`config.mk`:
```
export PLATFORM = sky130hd
export DESIGN_NAME = opm_port
export DESIGN_NICKNAME = d
export VERILOG_FILES = /design/src/opm_pkg.sv /design/src/opm_port.sv
export SDC_FILE = /design/constraint.sdc
export NUM_CORES = 1
export LEC_CHECK = 0
export BUFFER_PORTS_ARGS = -buffer_cell sky130_fd_sc_hd__buf_2
export CORE_ASPECT_RATIO = 1.75
export CORE_UTILIZATION = 40
export DETAILED_ROUTE_END_ITERATION = 8
export PLACE_DENSITY = 0.79
export SETUP_SLACK_MARGIN = 0.15
export SLEW_MARGIN = 20
export SYNTH_ARGS = -nofsm -noshare
export SYNTH_HDL_FRONTEND = slang
export SYNTH_SLANG_ARGS = --single-unit
```
`constraint.sdc`:
```
create_clock -name sys_clk -period 2.5 [get_ports sys_clk]
set_input_delay 0.75 -clock sys_clk [delete_from_list [all_inputs] [get_ports sys_clk]]
set_output_delay 0.75 -clock sys_clk [all_outputs]
set_load 0.005 [all_outputs]
```
`src/opm_pkg.sv`:
```
package opm_pkg;

   // ---------------------------------------------------------------
   // Geometry
   // ---------------------------------------------------------------
   localparam int NUM_PINS    = 12;   // out_pin0..out_pin7 plus out_pins_8_11
   localparam int NUM_SPECIAL = 8;    // Terminals that can carry a special signal
   localparam int DIV_W       = 6;    // Slow clock divider width (1/64)

   // ---------------------------------------------------------------
   // Reset values
   // ---------------------------------------------------------------
   localparam logic [11:0] DATA_RST = 12'hFFF;   // All data bits high
   localparam logic [11:0] HIZ_RST  = 12'h000;   // All terminals driven
   localparam logic [7:0]  SEL_RST  = 8'h00;     // All plain data outputs
   localparam logic [1:0]  FREQ_RST = 2'h0;      // Slow clock 1/64

   // ---------------------------------------------------------------
   // Function select bit positions (bit index equals terminal index)
   // ---------------------------------------------------------------
   localparam int SEL_INV_BUZZER = 0;   // inv_buzzer_select      -> out_pin0
   localparam int SEL_BUZZER     = 1;   // buzzer_select          -> out_pin1
   localparam int SEL_TIMER_CLK  = 2;   // timer_clock_out_enable -> out_pin2
   localparam int SEL_OSC_CLK    = 3;   // osc_clock_out_enable   -> out_pin3
   localparam int SEL_TX_MUTE    = 4;   // tx_mute_select         -> out_pin4
   localparam int SEL_RX_MUTE    = 5;   // rx_mute_select         -> out_pin5
   localparam int SEL_HOLD_LINE  = 6;   // hold_line_select       -> out_pin6
   localparam int SEL_HANDS_FREE = 7;   // hands_free_select      -> out_pin7

   // ---------------------------------------------------------------
   // Clock frequency select codes {clk_freq_sel_hi, clk_freq_sel_lo}
   // ---------------------------------------------------------------
   localparam logic [1:0] FREQ_FAST    = 2'h3;
   localparam logic [1:0] FREQ_SLOW    = 2'h2;
   localparam logic [1:0] FREQ_SLOW_8  = 2'h1;
   localparam logic [1:0] FREQ_SLOW_64 = 2'h0;
   localparam int DIV8_BIT  = 2;   // Counter bit toggling at slow/8
   localparam int DIV64_BIT = 5;   // Counter bit toggling at slow/64

   // ---------------------------------------------------------------
   // Carriers
   // ---------------------------------------------------------------
   // Software write port: one strobe and one data word per register
   typedef struct packed {
      logic        data_we;
      logic [11:0] data_wd;
      logic        hiz_we;
      logic [11:0] hiz_wd;
      logic        sel_we;
      logic [7:0]  sel_wd;
      logic        freq_we;
      logic [1:0]  freq_wd;   // {clk_freq_sel_hi, clk_freq_sel_lo}
   } opm_wr_t;

   // Special signals and their on/off controls from the source blocks
   typedef struct packed {
      logic inverted_buzzer_signal;
      logic buzzer_signal;
      logic buzzer_enable;
      logic timer_clock_output;
      logic transmit_mute_signal;
      logic tx_mute_ctrl;
      logic receive_mute_signal;
      logic rx_mute_ctrl;
      logic hold_line_signal;
      logic hold_line_ctrl;
      logic hands_free_signal;
      logic hands_free_ctrl;
   } opm_src_t;

   // Whole state of the port block
   typedef struct packed {
      logic [11:0]      data;       // Output data register
      logic [11:0]      hiz;        // pin_highz_ctrl register
      logic [7:0]       sel;        // Function select / output enable bits
      logic [1:0]       freq;       // Clock frequency select
      logic [2:0]       slow_sync;  // Slow oscillator synchroniser
      logic [2:0]       fast_sync;  // Fast oscillator synchroniser
      logic             slow_lvl;   // Filtered slow clock level
      logic             fast_lvl;   // Filtered fast clock level
      logic [DIV_W-1:0] div;        // Slow clock divider
      logic [11:0]      pin_out;    // Terminal level
      logic [11:0]      pin_oe;     // Terminal drive enable
   } opm_state_t;

endpackage

```
`src/opm_port.sv`:
```
`timescale 1ns/100ps
// Functional notes
// - Hi-Z bit 1 releases the terminal
// - Hi-Z bit 0 drives data bit level
// - Reset: data ones, Hi-Z zeros, pins high
// - Special signals only on pins 0..7
// - Data 0 forces terminal low under special
// - Hi-Z 1 still releases special terminal
// - Glitch on special on/off is tolerated
// - Inverted buzzer to pin0, gated by enable
// - Buzzer to pin1, gated by buzzer enable
// - Timer clock on pin2 while enabled
// - Oscillator clock on pin3 while enabled
// - Frequency select picks pin3 clock source
// - Transmit mute to pin4, governed by control
// - Receive mute to pin5, governed by control
// - Hold line to pin6, governed by control
// - Hands-free to pin7, governed by control
// - Select 0 means plain output; resets 0

module opm_port (
   input  wire logic                sys_clk,
   input  wire logic                rst,
   input  wire opm_pkg::opm_wr_t    wr,
   input  wire opm_pkg::opm_src_t   src,
   input  wire logic                slow_osc_clock,
   input  wire logic                fast_osc_clock,
   output logic [11:0]              pin_out,
   output logic [11:0]              pin_oe,
   output logic [11:0]              data_rd,
   output logic [11:0]              hiz_rd,
   output logic [7:0]               sel_rd,
   output logic [1:0]               freq_rd
);
   import opm_pkg::*;

   opm_state_t st;
   opm_state_t next_st;
   logic [7:0] special;
   logic       osc_clk;

   // ---------------------------------------------------------------
   // Next state
   // ---------------------------------------------------------------
   // Registers, synchronisers, divider and terminal logic
   always_comb begin
      next_st = st;
      special = 8'h00;
      osc_clk = 1'b0;
      // Software writes
      if (wr.data_we) begin
         next_st.data = wr.data_wd;
      end
      if (wr.hiz_we) begin
         next_st.hiz = wr.hiz_wd;
      end
      if (wr.sel_we) begin
         next_st.sel = wr.sel_wd;
      end
      if (wr.freq_we) begin
         next_st.freq = wr.freq_wd;
      end
      // Oscillator clocks come from another domain: three stages
      next_st.slow_sync = {st.slow_sync[1:0], slow_osc_clock};
      next_st.fast_sync = {st.fast_sync[1:0], fast_osc_clock};
      if (st.slow_sync[1] == st.slow_sync[2]) begin
         next_st.slow_lvl = st.slow_sync[2];
      end
      if (st.fast_sync[1] == st.fast_sync[2]) begin
         next_st.fast_lvl = st.fast_sync[2];
      end
      // Divide the slow clock on each accepted rising edge
      if (next_st.slow_lvl && !st.slow_lvl) begin
         next_st.div = st.div + DIV_W'(1);
      end
      // Clock source for out_pin3
      case (st.freq)
         FREQ_FAST:    osc_clk = st.fast_lvl;
         FREQ_SLOW:    osc_clk = st.slow_lvl;
         FREQ_SLOW_8:  osc_clk = st.div[DIV8_BIT];
         default:      osc_clk = st.div[DIV64_BIT];
      endcase
      // Enabled special signals
      special[SEL_INV_BUZZER] = src.inverted_buzzer_signal & src.buzzer_enable;
      special[SEL_BUZZER]     = src.buzzer_signal & src.buzzer_enable;
      special[SEL_TIMER_CLK]  = src.timer_clock_output;
      special[SEL_OSC_CLK]    = osc_clk;
      special[SEL_TX_MUTE]    = src.transmit_mute_signal & src.tx_mute_ctrl;
      special[SEL_RX_MUTE]    = src.receive_mute_signal & src.rx_mute_ctrl;
      special[SEL_HOLD_LINE]  = src.hold_line_signal & src.hold_line_ctrl;
      special[SEL_HANDS_FREE] = src.hands_free_signal & src.hands_free_ctrl;
      // Terminal levels; switching a source may glitch the pin
      for (int i = 0; i < NUM_SPECIAL; i++) begin
         if (st.sel[i]) begin
            next_st.pin_out[i] = special[i] & st.data[i];
         end else begin
            next_st.pin_out[i] = st.data[i];
         end
      end
      next_st.pin_out[11:8] = st.data[11:8];
      next_st.pin_oe        = ~st.hiz;
   end

   // ---------------------------------------------------------------
   // State register
   // ---------------------------------------------------------------
   // Reset leaves every terminal driven high
   always_ff @(posedge sys_clk or posedge rst) begin
      if (rst) begin
         st.data      <= DATA_RST;
         st.hiz       <= HIZ_RST;
         st.sel       <= SEL_RST;
         st.freq      <= FREQ_RST;
         st.slow_sync <= 3'h0;
         st.fast_sync <= 3'h0;
         st.slow_lvl  <= 1'b0;
         st.fast_lvl  <= 1'b0;
         st.div       <= '0;
         st.pin_out   <= DATA_RST;
         st.pin_oe    <= ~HIZ_RST;
      end else begin
         st <= next_st;
      end
   end

   // ---------------------------------------------------------------
   // Outputs
   // ---------------------------------------------------------------
   // All straight from the state register
   assign pin_out = st.pin_out;
   assign pin_oe  = st.pin_oe;
   assign data_rd = st.data;
   assign hiz_rd  = st.hiz;
   assign sel_rd  = st.sel;
   assign freq_rd = st.freq;
endmodule

```
## Word level (Yosys, flattened, before mapping)

Cells that the tools add are included.

- Register bits: 72
- Bits of input ports: 54
- Output and inout port bits: 58
- Logic and storage cells: 44

- Add/subtract/negate cells: 1
- Eq/ne operators: 5
- Mux-type cells: 10
- Bitwise gates (word level): 15
- Reduce and logical (&&, ||, !) cells: 2

Operators with widths:

| kind | number |
|---|---|
| 1-bit bitwise AND | 14 |
| 12-bit NOT | 1 |
| 1-bit two-way mux | 9 |
| 6-bit by 1-bit adder with 6-bit output (second input constant) | 1 |
| 2-bit == test (second input constant) | 2 |
| 1-bit one-hot mux with 3 select lines | 1 |
| 1-bit == test | 2 |
| 2-bit by 1-bit == test with 1-bit output (second input constant) | 1 |
| 1-bit logical AND | 1 |
| 1-bit zero test | 1 |

## Longest topological paths before layout

Gate-level depths: netlist of run 1.

- Depth in word-level cells: 4
- Depth in mapped cells: 4
- Mapped depth without buffers: 3

## Worst setup path before layout of run 1

No wires, ideal clock.

- Path kind: input -> register
- From: input port wr[11] (netlist name)
- To: register st (netlist bit sel_rd[2])
- Library setup time: 0.125 ns
- Arrival: 1.248 ns
- Data required time: 2.375 ns
- Slack: 1.127 ns
- Cell stages on the path: 2
- Path buffers: 1
- Cell sequence: buf_2 mux2_2

RTL lines:

| item | RTL line | RTL |
|---|---|---|
| from (decl) | opm_port.sv:24 | `input wire opm_pkg::opm_wr_t wr,` |
| to (signal assigned) | opm_port.sv:122 | `st <= next_st;` |
| to (decl) | opm_port.sv:37 | `opm_state_t st;` |

No word-level cell between the ends.

## Final worst setup path of run 1

- From: register st (netlist bit data_rd[9])
- To: output port data_rd[9]

RTL lines:

| item | RTL line | RTL |
|---|---|---|
| to (decl) | opm_port.sv:30 | `output logic [11:0] data_rd,` |

No word-level cell between the ends.

==> results.sh, run 1 <==
export IMPL_status="finished clean"
export IMPL_synth_cells=228
export IMPL_post_cts_setup_buffers=0
export IMPL_ys_seq_area_share_pct=62.4
export IMPL_rows=41
export IMPL_start_util_pct=41.2
export IMPL_clkSinkCount=72
export IMPL_period_needed_ps=1730
export IMPL_post_drt_wl_per_cell_um=12.9
export IMPL_crit_family="flip-flops"
export IMPL_drive_gt1_share_pct=61.2
export IMPL_power_leakage_nw=1.67
export IMPL_synth_compound_area_share_pct=3.80
export IMPL_numCtsBuffers=9
export IMPL_syn_cell_area_um2=2960
export IMPL_dpl_instance_area_um2=3180
export IMPL_place_ws_ps=1010
export IMPL_grt_pass1_wl_um=7660
export IMPL_cp_max_fo=3
export IMPL_root_buffer="clkbuf_16"
export IMPL_yosysUniqueCellTypes=24
export IMPL_grt_overflow_total=0
export IMPL_dr_pass1_iters=4
export IMPL_ant_nets=0
export IMPL_fp_dieArea_um2=7760
export IMPL_synth_simple_area_share_pct=4.18
export IMPL_synth_top_family_by_area="buffers and inverters"
export IMPL_syn_num_nets=283
export IMPL_nNetsFinal=344
export IMPL_initialDrtViolationCount=76
export IMPL_crit_path_cell_trace="buf_2"
export IMPL_ys_ff_latch=72
export IMPL_ff2ff_setup_slack_ps=1320
export IMPL_numPortBuffers=111
export IMPL_critical_path_max_stage_delay_ps=550
export IMPL_dp_hpwl_um=3710
export IMPL_post_route_cell_area_um2=3430
export IMPL_cts_tree="built"
export IMPL_routed_wl_um=4890
export IMPL_ctsResizeCount=0
export IMPL_first_global_vias=1718
export IMPL_whs_ps=345
export IMPL_antenna_found_initial=0
export IMPL_crit_type="reg2out"
export IMPL_path_buf_inv=1
export IMPL_finalHoldViolCount=0
export IMPL_yosysWarningCount=0
export IMPL_antennaDiodeCount=0
export IMPL_path_clk_slew_ps=50
export IMPL_r2r_cells=2
export IMPL_fin_crit_sh_pct=69.2
export IMPL_crit_slowest_cell="dfstp_2"
export IMPL_end_kind="output port"
export IMPL_grt_max_degree=43
export IMPL_critPathLaunchType="flip-flop"
export IMPL_core_area_um2=7180
export IMPL_grtUsageTotal_pct=13.9
export IMPL_hold_buffers=0
export IMPL_die_w_um=67.0
export IMPL_syn_area_per_cell_um2=13.0
export IMPL_area_growth_pct=15.8
export IMPL_setup_viol=0
export IMPL_irDropWorstVdd_uv=476
export IMPL_clockBufferDepth=2
export IMPL_maxSlewViolCount=0
export IMPL_grt_setup_unrepaired="false"
export IMPL_synthMuxAreaShare_pct=9.55
export IMPL_hold_class="reg2reg"
export IMPL_finalWorstSetupSlack_ps=769
export IMPL_clock_latency_ps=320
export IMPL_synthAdderAreaFrac_pct=1.10
export IMPL_powerDensity_nw_per_um2=831
export IMPL_holdPathEnd="next_st[34]$_DFF_PP0_"
export IMPL_required_ps=1750
export IMPL_holdPathStages=0
export IMPL_tns_ps=0
export IMPL_h_tree_depth=3
export IMPL_max_cap_violations=0
export IMPL_boundaryPins=112
export IMPL_fin_skew_ps=4.75
export IMPL_r2r_end="st[25]$_DFFE_PP0P_"
export IMPL_max_freq_ghz=0.578
export IMPL_worst_pin_slew_ps=510
export IMPL_slew_headroom_pct=66.0
export IMPL_r2r_start="st[31]$_DFF_PP0_"
export IMPL_drc=0
export IMPL_dr_total_vias=1681
export IMPL_hp_start="next_st[33]$_DFF_PP0_"
export IMPL_gp_congestion=0.738
export IMPL_cp_arrival_ps=980
export IMPL_fp_dieH_um=116
export IMPL_synth_xor_area_share_pct=1.48
export IMPL_vias_per_cell=4.42
placed cells by master, fill, tap and decap left out, types with 2 or more instances in the layout:
| master | count |
|---|---|
| buf_2 | 111 |
| dfstp_2 | 36 |
| dfrtp_1 | 36 |
| nand2_1 | 19 |
| mux2_2 | 19 |
| inv_1 | 13 |
| o21ai_0 | 11 |
| clkbuf_16 | 9 |
| a21boi_0 | 7 |
| clkbuf_1 | 6 |
| xnor2_1 | 4 |
| nand4_1 | 3 |
| mux2_1 | 3 |
| maj3_1 | 2 |
| mux2i_1 | 2 |
| and3_1 | 2 |
| buf_4 | 2 |
sequential cells by signal, indices dropped and copies added (netlist names):
name	count
data_rd	12
hiz_rd	12
pin_oe	12
pin_out	12
st	10
sel_rd	8
next_st	4
freq_rd	2
synthesized netlist by cell type, drive strengths merged:
cell,instances,area [um^2]
xnor2,4,35.0
inv,14,52.6
nand4,3,18.8
maj3,2,20.0
clkbuf,1,3.75
nand3,1,5.00
and3b,1,8.76
o21ai,12,60.1
nand3b,1,7.51
a21boi,7,52.6
dfrtp,36,901
buf,62,462
and3,2,12.5
dfstp,36,946
xor2,1,8.76
mux2i,2,20.0
mux2,23,263
ha,1,12.5
nand2,19,71.3
cell type report:
cell class	count	area [um^2]
Fill cell	654	3750
Tap cell	86	108
Clock buffer	15	248
Clock inverter	1	5.00
Sequential cell	72	1850
Inverter	14	56.3
Timing Repair Buffer	113	571
Multi-Input combinational cell	79	596
how the worst max path moves through the flow:
stage / to / startpoint / slack, ps / depth (start not counted)
3_3_place_gp: data_rd[6]$_DFFE_PP1P_ / wr[37] / 1030 / 2
6_report: data_rd[9] / data_rd[9]$_DFFE_PP1P_ / 770 / 1
5_1_grt: data_rd[9] / data_rd[9]$_DFFE_PP1P_ / 740 / 1
2_1_floorplan: freq_rd[0]$_DFFE_PP0P_ / rst / 980 / 1
4_1_cts: data_rd[9] / data_rd[9]$_DFFE_PP1P_ / 750 / 1
3_5_place_dp: data_rd[0]$_DFFE_PP1P_ / wr[37] / 1010 / 2
metal layers:
metal	GRT usage, %	wire, um	vias to the layer above
met5	0	0	-
met4	10.2	129	0
met3	4.92	338	9
met2	24.4	2710	71
met1	12.7	1710	807
li1	-	-	794
where the power goes:
group	leakage, nW	total, W	internal [W]	switching (W)
Combinational	0.737	0.000329	0.000184	0.000144
Clock	0.122	0.00109	0.000671	0.000416
Sequential	0.811	0.00144	0.00135	0.0000897
cell families after synthesis:
kind of cell    count (synthesis)
simple gates                   27
flops                          72
fa+ha+maj                       3
compound gates                 19
xor+xnor                        5
mux                            25
buf+inv                        77
stage by stage:
stage | utilization, % | total power [W] | cells
6_report | 47.8 | 0.00285 | 380
5_1_grt | 47.8 | 0.00299 | 380
4_1_cts | 47.8 | 0.00290 | 380
3_5_place_dp | 44.2 | 0.00179 | 364
3_3_place_gp | 44.2 | 0.00176 | 364
2_1_floorplan | - | 0.00173 | 228
Power figures use the tool's default switching activity.
==> run 2, diff against run 1 <==
--- a/config.mk
+++ b/config.mk
@@ -5,11 +5,12 @@
 export SDC_FILE = /design/constraint.sdc
 export NUM_CORES = 1
 export LEC_CHECK = 0
+export ABC_AREA = 1
 export BUFFER_PORTS_ARGS = -buffer_cell sky130_fd_sc_hd__buf_2
 export CORE_ASPECT_RATIO = 1.75
 export CORE_UTILIZATION = 40
 export DETAILED_ROUTE_END_ITERATION = 8
-export PLACE_DENSITY = 0.79
+export PLACE_DENSITY = 0.76
 export SETUP_SLACK_MARGIN = 0.15
 export SLEW_MARGIN = 20
 export SYNTH_ARGS = -nofsm -noshare
==> constraint.sdc (replaced) <==
create_clock -name sys_clk -period 1.6 [get_ports sys_clk]
set_input_delay 0.48 -clock sys_clk [delete_from_list [all_inputs] [get_ports sys_clk]]
set_output_delay 0.48 -clock sys_clk [all_outputs]
set_load 0.005 [all_outputs]
==> results.sh, run 2 <==
export IMPL_status="finished clean"
export IMPL_synth_xor_area_share_pct=1.17
export IMPL_grt_overflow_total=0
export IMPL_cts_tree="built"
export IMPL_powerDensity_nw_per_um2=1260
export IMPL_clkSinkCount=72
export IMPL_hold_class="in2async"
export IMPL_cp_startpoint="data_rd[10]$_DFFE_PP1P_"
export IMPL_grt_max_degree=73
export IMPL_final_instance_count_excl_fill=423
export IMPL_fin_crit_sh_pct=90.4
export IMPL_boundaryPins=112
export IMPL_required_ps=1120
export IMPL_clockBufferDepth=2
export IMPL_crit_slowest_cell="dfstp_2"
export IMPL_worst_pin_slew_ps=375
export IMPL_r2r_end="st[28]$_DFFE_PP0P_"
export IMPL_hold_buffers=0
export IMPL_dr_total_vias=1846
export IMPL_cp_max_fo=2
export IMPL_netlist_area_leader_share_pct=31.6
export IMPL_start_util_pct=41.4
export IMPL_synth_ff_type="dfstp_2"
export IMPL_area_growth_pct=22.3
export IMPL_post_synth_top_count_cell="buf_4"
export IMPL_dp_hpwl_um=3620
export IMPL_synth_top_family_by_area="buffers and inverters"
export IMPL_grt_pass1_wl_um=7630
export IMPL_tns_ps=0
export IMPL_dr_pass1_iters=4
export IMPL_critical_path_max_stage_delay_ps=540
export IMPL_async_flop_share_pct=100
export IMPL_power_leakage_nw=1.82
export IMPL_period_needed_ps=1450
export IMPL_synth_edf_count=0
export IMPL_syn_num_nets=321
export IMPL_root_buffer="clkbuf_16"
export IMPL_drc=0
export IMPL_grtUsageTotal_pct=13.8
export IMPL_synthMuxAreaShare_pct=4.14
export IMPL_netlist_top_cells_count="buf_4 (58), nand2_1 (41), dfrtp_1 (36), dfstp_2 (36), inv_1 (29)"
export IMPL_gp_congestion=0.658
export IMPL_synthAdderAreaFrac_pct=0.753
export IMPL_r2r_start="st[24]$_DFFE_PP0P_"
export IMPL_crit_type="reg2out"
export IMPL_yosysUniqueCellTypes=19
export IMPL_syn_cell_area_um2=2990
export IMPL_grt_setup_unrepaired="true"
export IMPL_placed_cells=401
export IMPL_routed_wl_um=5070
export IMPL_ant_nets=0
export IMPL_most_common_layout_cells="buf_2 (90), nand2_1 (41), dfstp_2 (36), dfrtp_1 (36), inv_1 (28)"
export IMPL_end_kind="output port"
export IMPL_crit_cells=1
export IMPL_synth_simple_area_share_pct=7.82
export IMPL_synth_area_top_cells="dfstp_2 (32%), dfrtp_1 (30%), buf_4 (15%)"
export IMPL_cp_arrival_ps=970
export IMPL_numPortBuffers=111
export IMPL_antenna_found_initial=1
export IMPL_h_tree_depth=3
export IMPL_clock_latency_ps=330
export IMPL_finalHoldViolCount=0
export IMPL_crit_family="flip-flops"
export IMPL_yosysWarningCount=0
export IMPL_crit_path_cell_trace="buf_6"
export IMPL_drive_gt1_share_pct=54.0
export IMPL_fp_dieArea_um2=7840
export IMPL_post_drt_wl_per_cell_um=12.0
export IMPL_ys_seq_area_share_pct=61.7
export IMPL_maxSlewViolCount=0
export IMPL_synth_cells=266
export IMPL_final_common_cell="buf_2"
export IMPL_endpoint="data_rd[10]"
export IMPL_fillers=648
export IMPL_fin_skew_ps=7.37
export IMPL_ys_ff_latch=72
export IMPL_first_global_vias=1730
export IMPL_core_area_um2=7230
export IMPL_setup_viol=0
export IMPL_fin_total_pwr_w=0.00460
export IMPL_critPathLaunchType="flip-flop"
export IMPL_post_route_util_pct=50.6
export IMPL_vias_per_cell=4.36
export IMPL_path_buf_inv=1
export IMPL_synth_compound_area_share_pct=5.35
export IMPL_max_freq_ghz=0.692
export IMPL_max_cap_violations=0
export IMPL_slew_headroom_pct=75.0
export IMPL_syn_area_per_cell_um2=11.2
export IMPL_numCtsBuffers=9
export IMPL_initialDrtViolationCount=83
export IMPL_path_clk_slew_ps=60
export IMPL_ff2ff_setup_slack_ps=560
export IMPL_irDropWorstVdd_uv=606
export IMPL_rows=41
export IMPL_fp_dieH_um=116
export IMPL_die_w_um=67.4
export IMPL_r2r_cells=4
export IMPL_synth_top_cell_by_area="dfstp_2"
export IMPL_nNetsFinal=385
run 2: cell types whose count changed after synthesis, moves of 7 or more:
cell / before / now
a21boi_0: 7 / 0
a21oi_1: 0 / 7
inv_1: 14 / 29
mux2_2: 19 / 11
nand2_1: 19 / 41
o21ai_0: 11 / 25
run 2: final cells by class:
| cell class | count | area [um^2] | share of cell area, % |
|---|---|---|---|
| Tap cell | 86 | 108 | 2.94 |
| Timing Repair Buffer | 116 | 737 | 20.2 |
| Multi-Input combinational cell | 102 | 576 | 15.7 |
| Sequential cell | 72 | 1850 | 50.5 |
| Inverter | 29 | 113 | 3.08 |
| Antenna cell | 2 | 5.00 | 0.137 |
| Clock inverter | 1 | 5.00 | 0.137 |
| Clock buffer | 15 | 268 | 7.32 |
run 2: how the worst min path moves through the flow:
stage / to / startpoint
final: freq_rd[1]$_DFFE_PP0P_ / rst
after CTS: freq_rd[1]$_DFFE_PP0P_ / rst
after global placement: next_st[37]$_DFF_PP0_ / next_st[36]$_DFF_PP0_
after detailed placement: next_st[34]$_DFF_PP0_ / next_st[33]$_DFF_PP0_
after floorplan: next_st[34]$_DFF_PP0_ / next_st[33]$_DFF_PP0_
after global routing: next_st[36]$_DFF_PP0_ / slow_osc_clock
run 2: timing repair:
item | in CTS | in global routing
buffers inserted | 4 | 0
endpoints found under the setup margin | 8 | 23
pin swaps | 0 | 0
gates resized for setup | 3 | 18
run 2: stage by stage:
stage                     hold WS, ps  worst slack (ps)  cell area (um^2)
after floorplan                   331               351              3000
after global placement            335               353              3220
after detailed placement          335               340              3220
after CTS                         255               139              3540
after global routing              249               128              3650
final                             236               154              3660
run 2: metal layers:
layer | up-vias | part of all wire (%) | wire length, um | global-route usage, %
met5 | - | 0 | 0 | 0
li1 | 898 | - | - | -
met3 | 10 | 8.1 | 411 | 6.84
met1 | 856 | 38 | 1940 | 14.2
met4 | 0 | 2.7 | 135 | 9.08
met2 | 82 | 51 | 2590 | 21.6
run 2: logic make-up after synthesis:
group / Yosys count
AND/OR/NAND/NOR: 53
AO/OA/AOI/OAI: 32
adder cells (fa/ha/maj): 2
XOR/XNOR: 4
flip-flops: 72
buffers and inverters: 92
multiplexers: 11
run 2: power breakdown:
group	switching, W	internal (W)	total, W
combinational	0.000257	0.000318	0.000575
sequential	0.000137	0.00209	0.00223
clock	0.000670	0.00113	0.00180
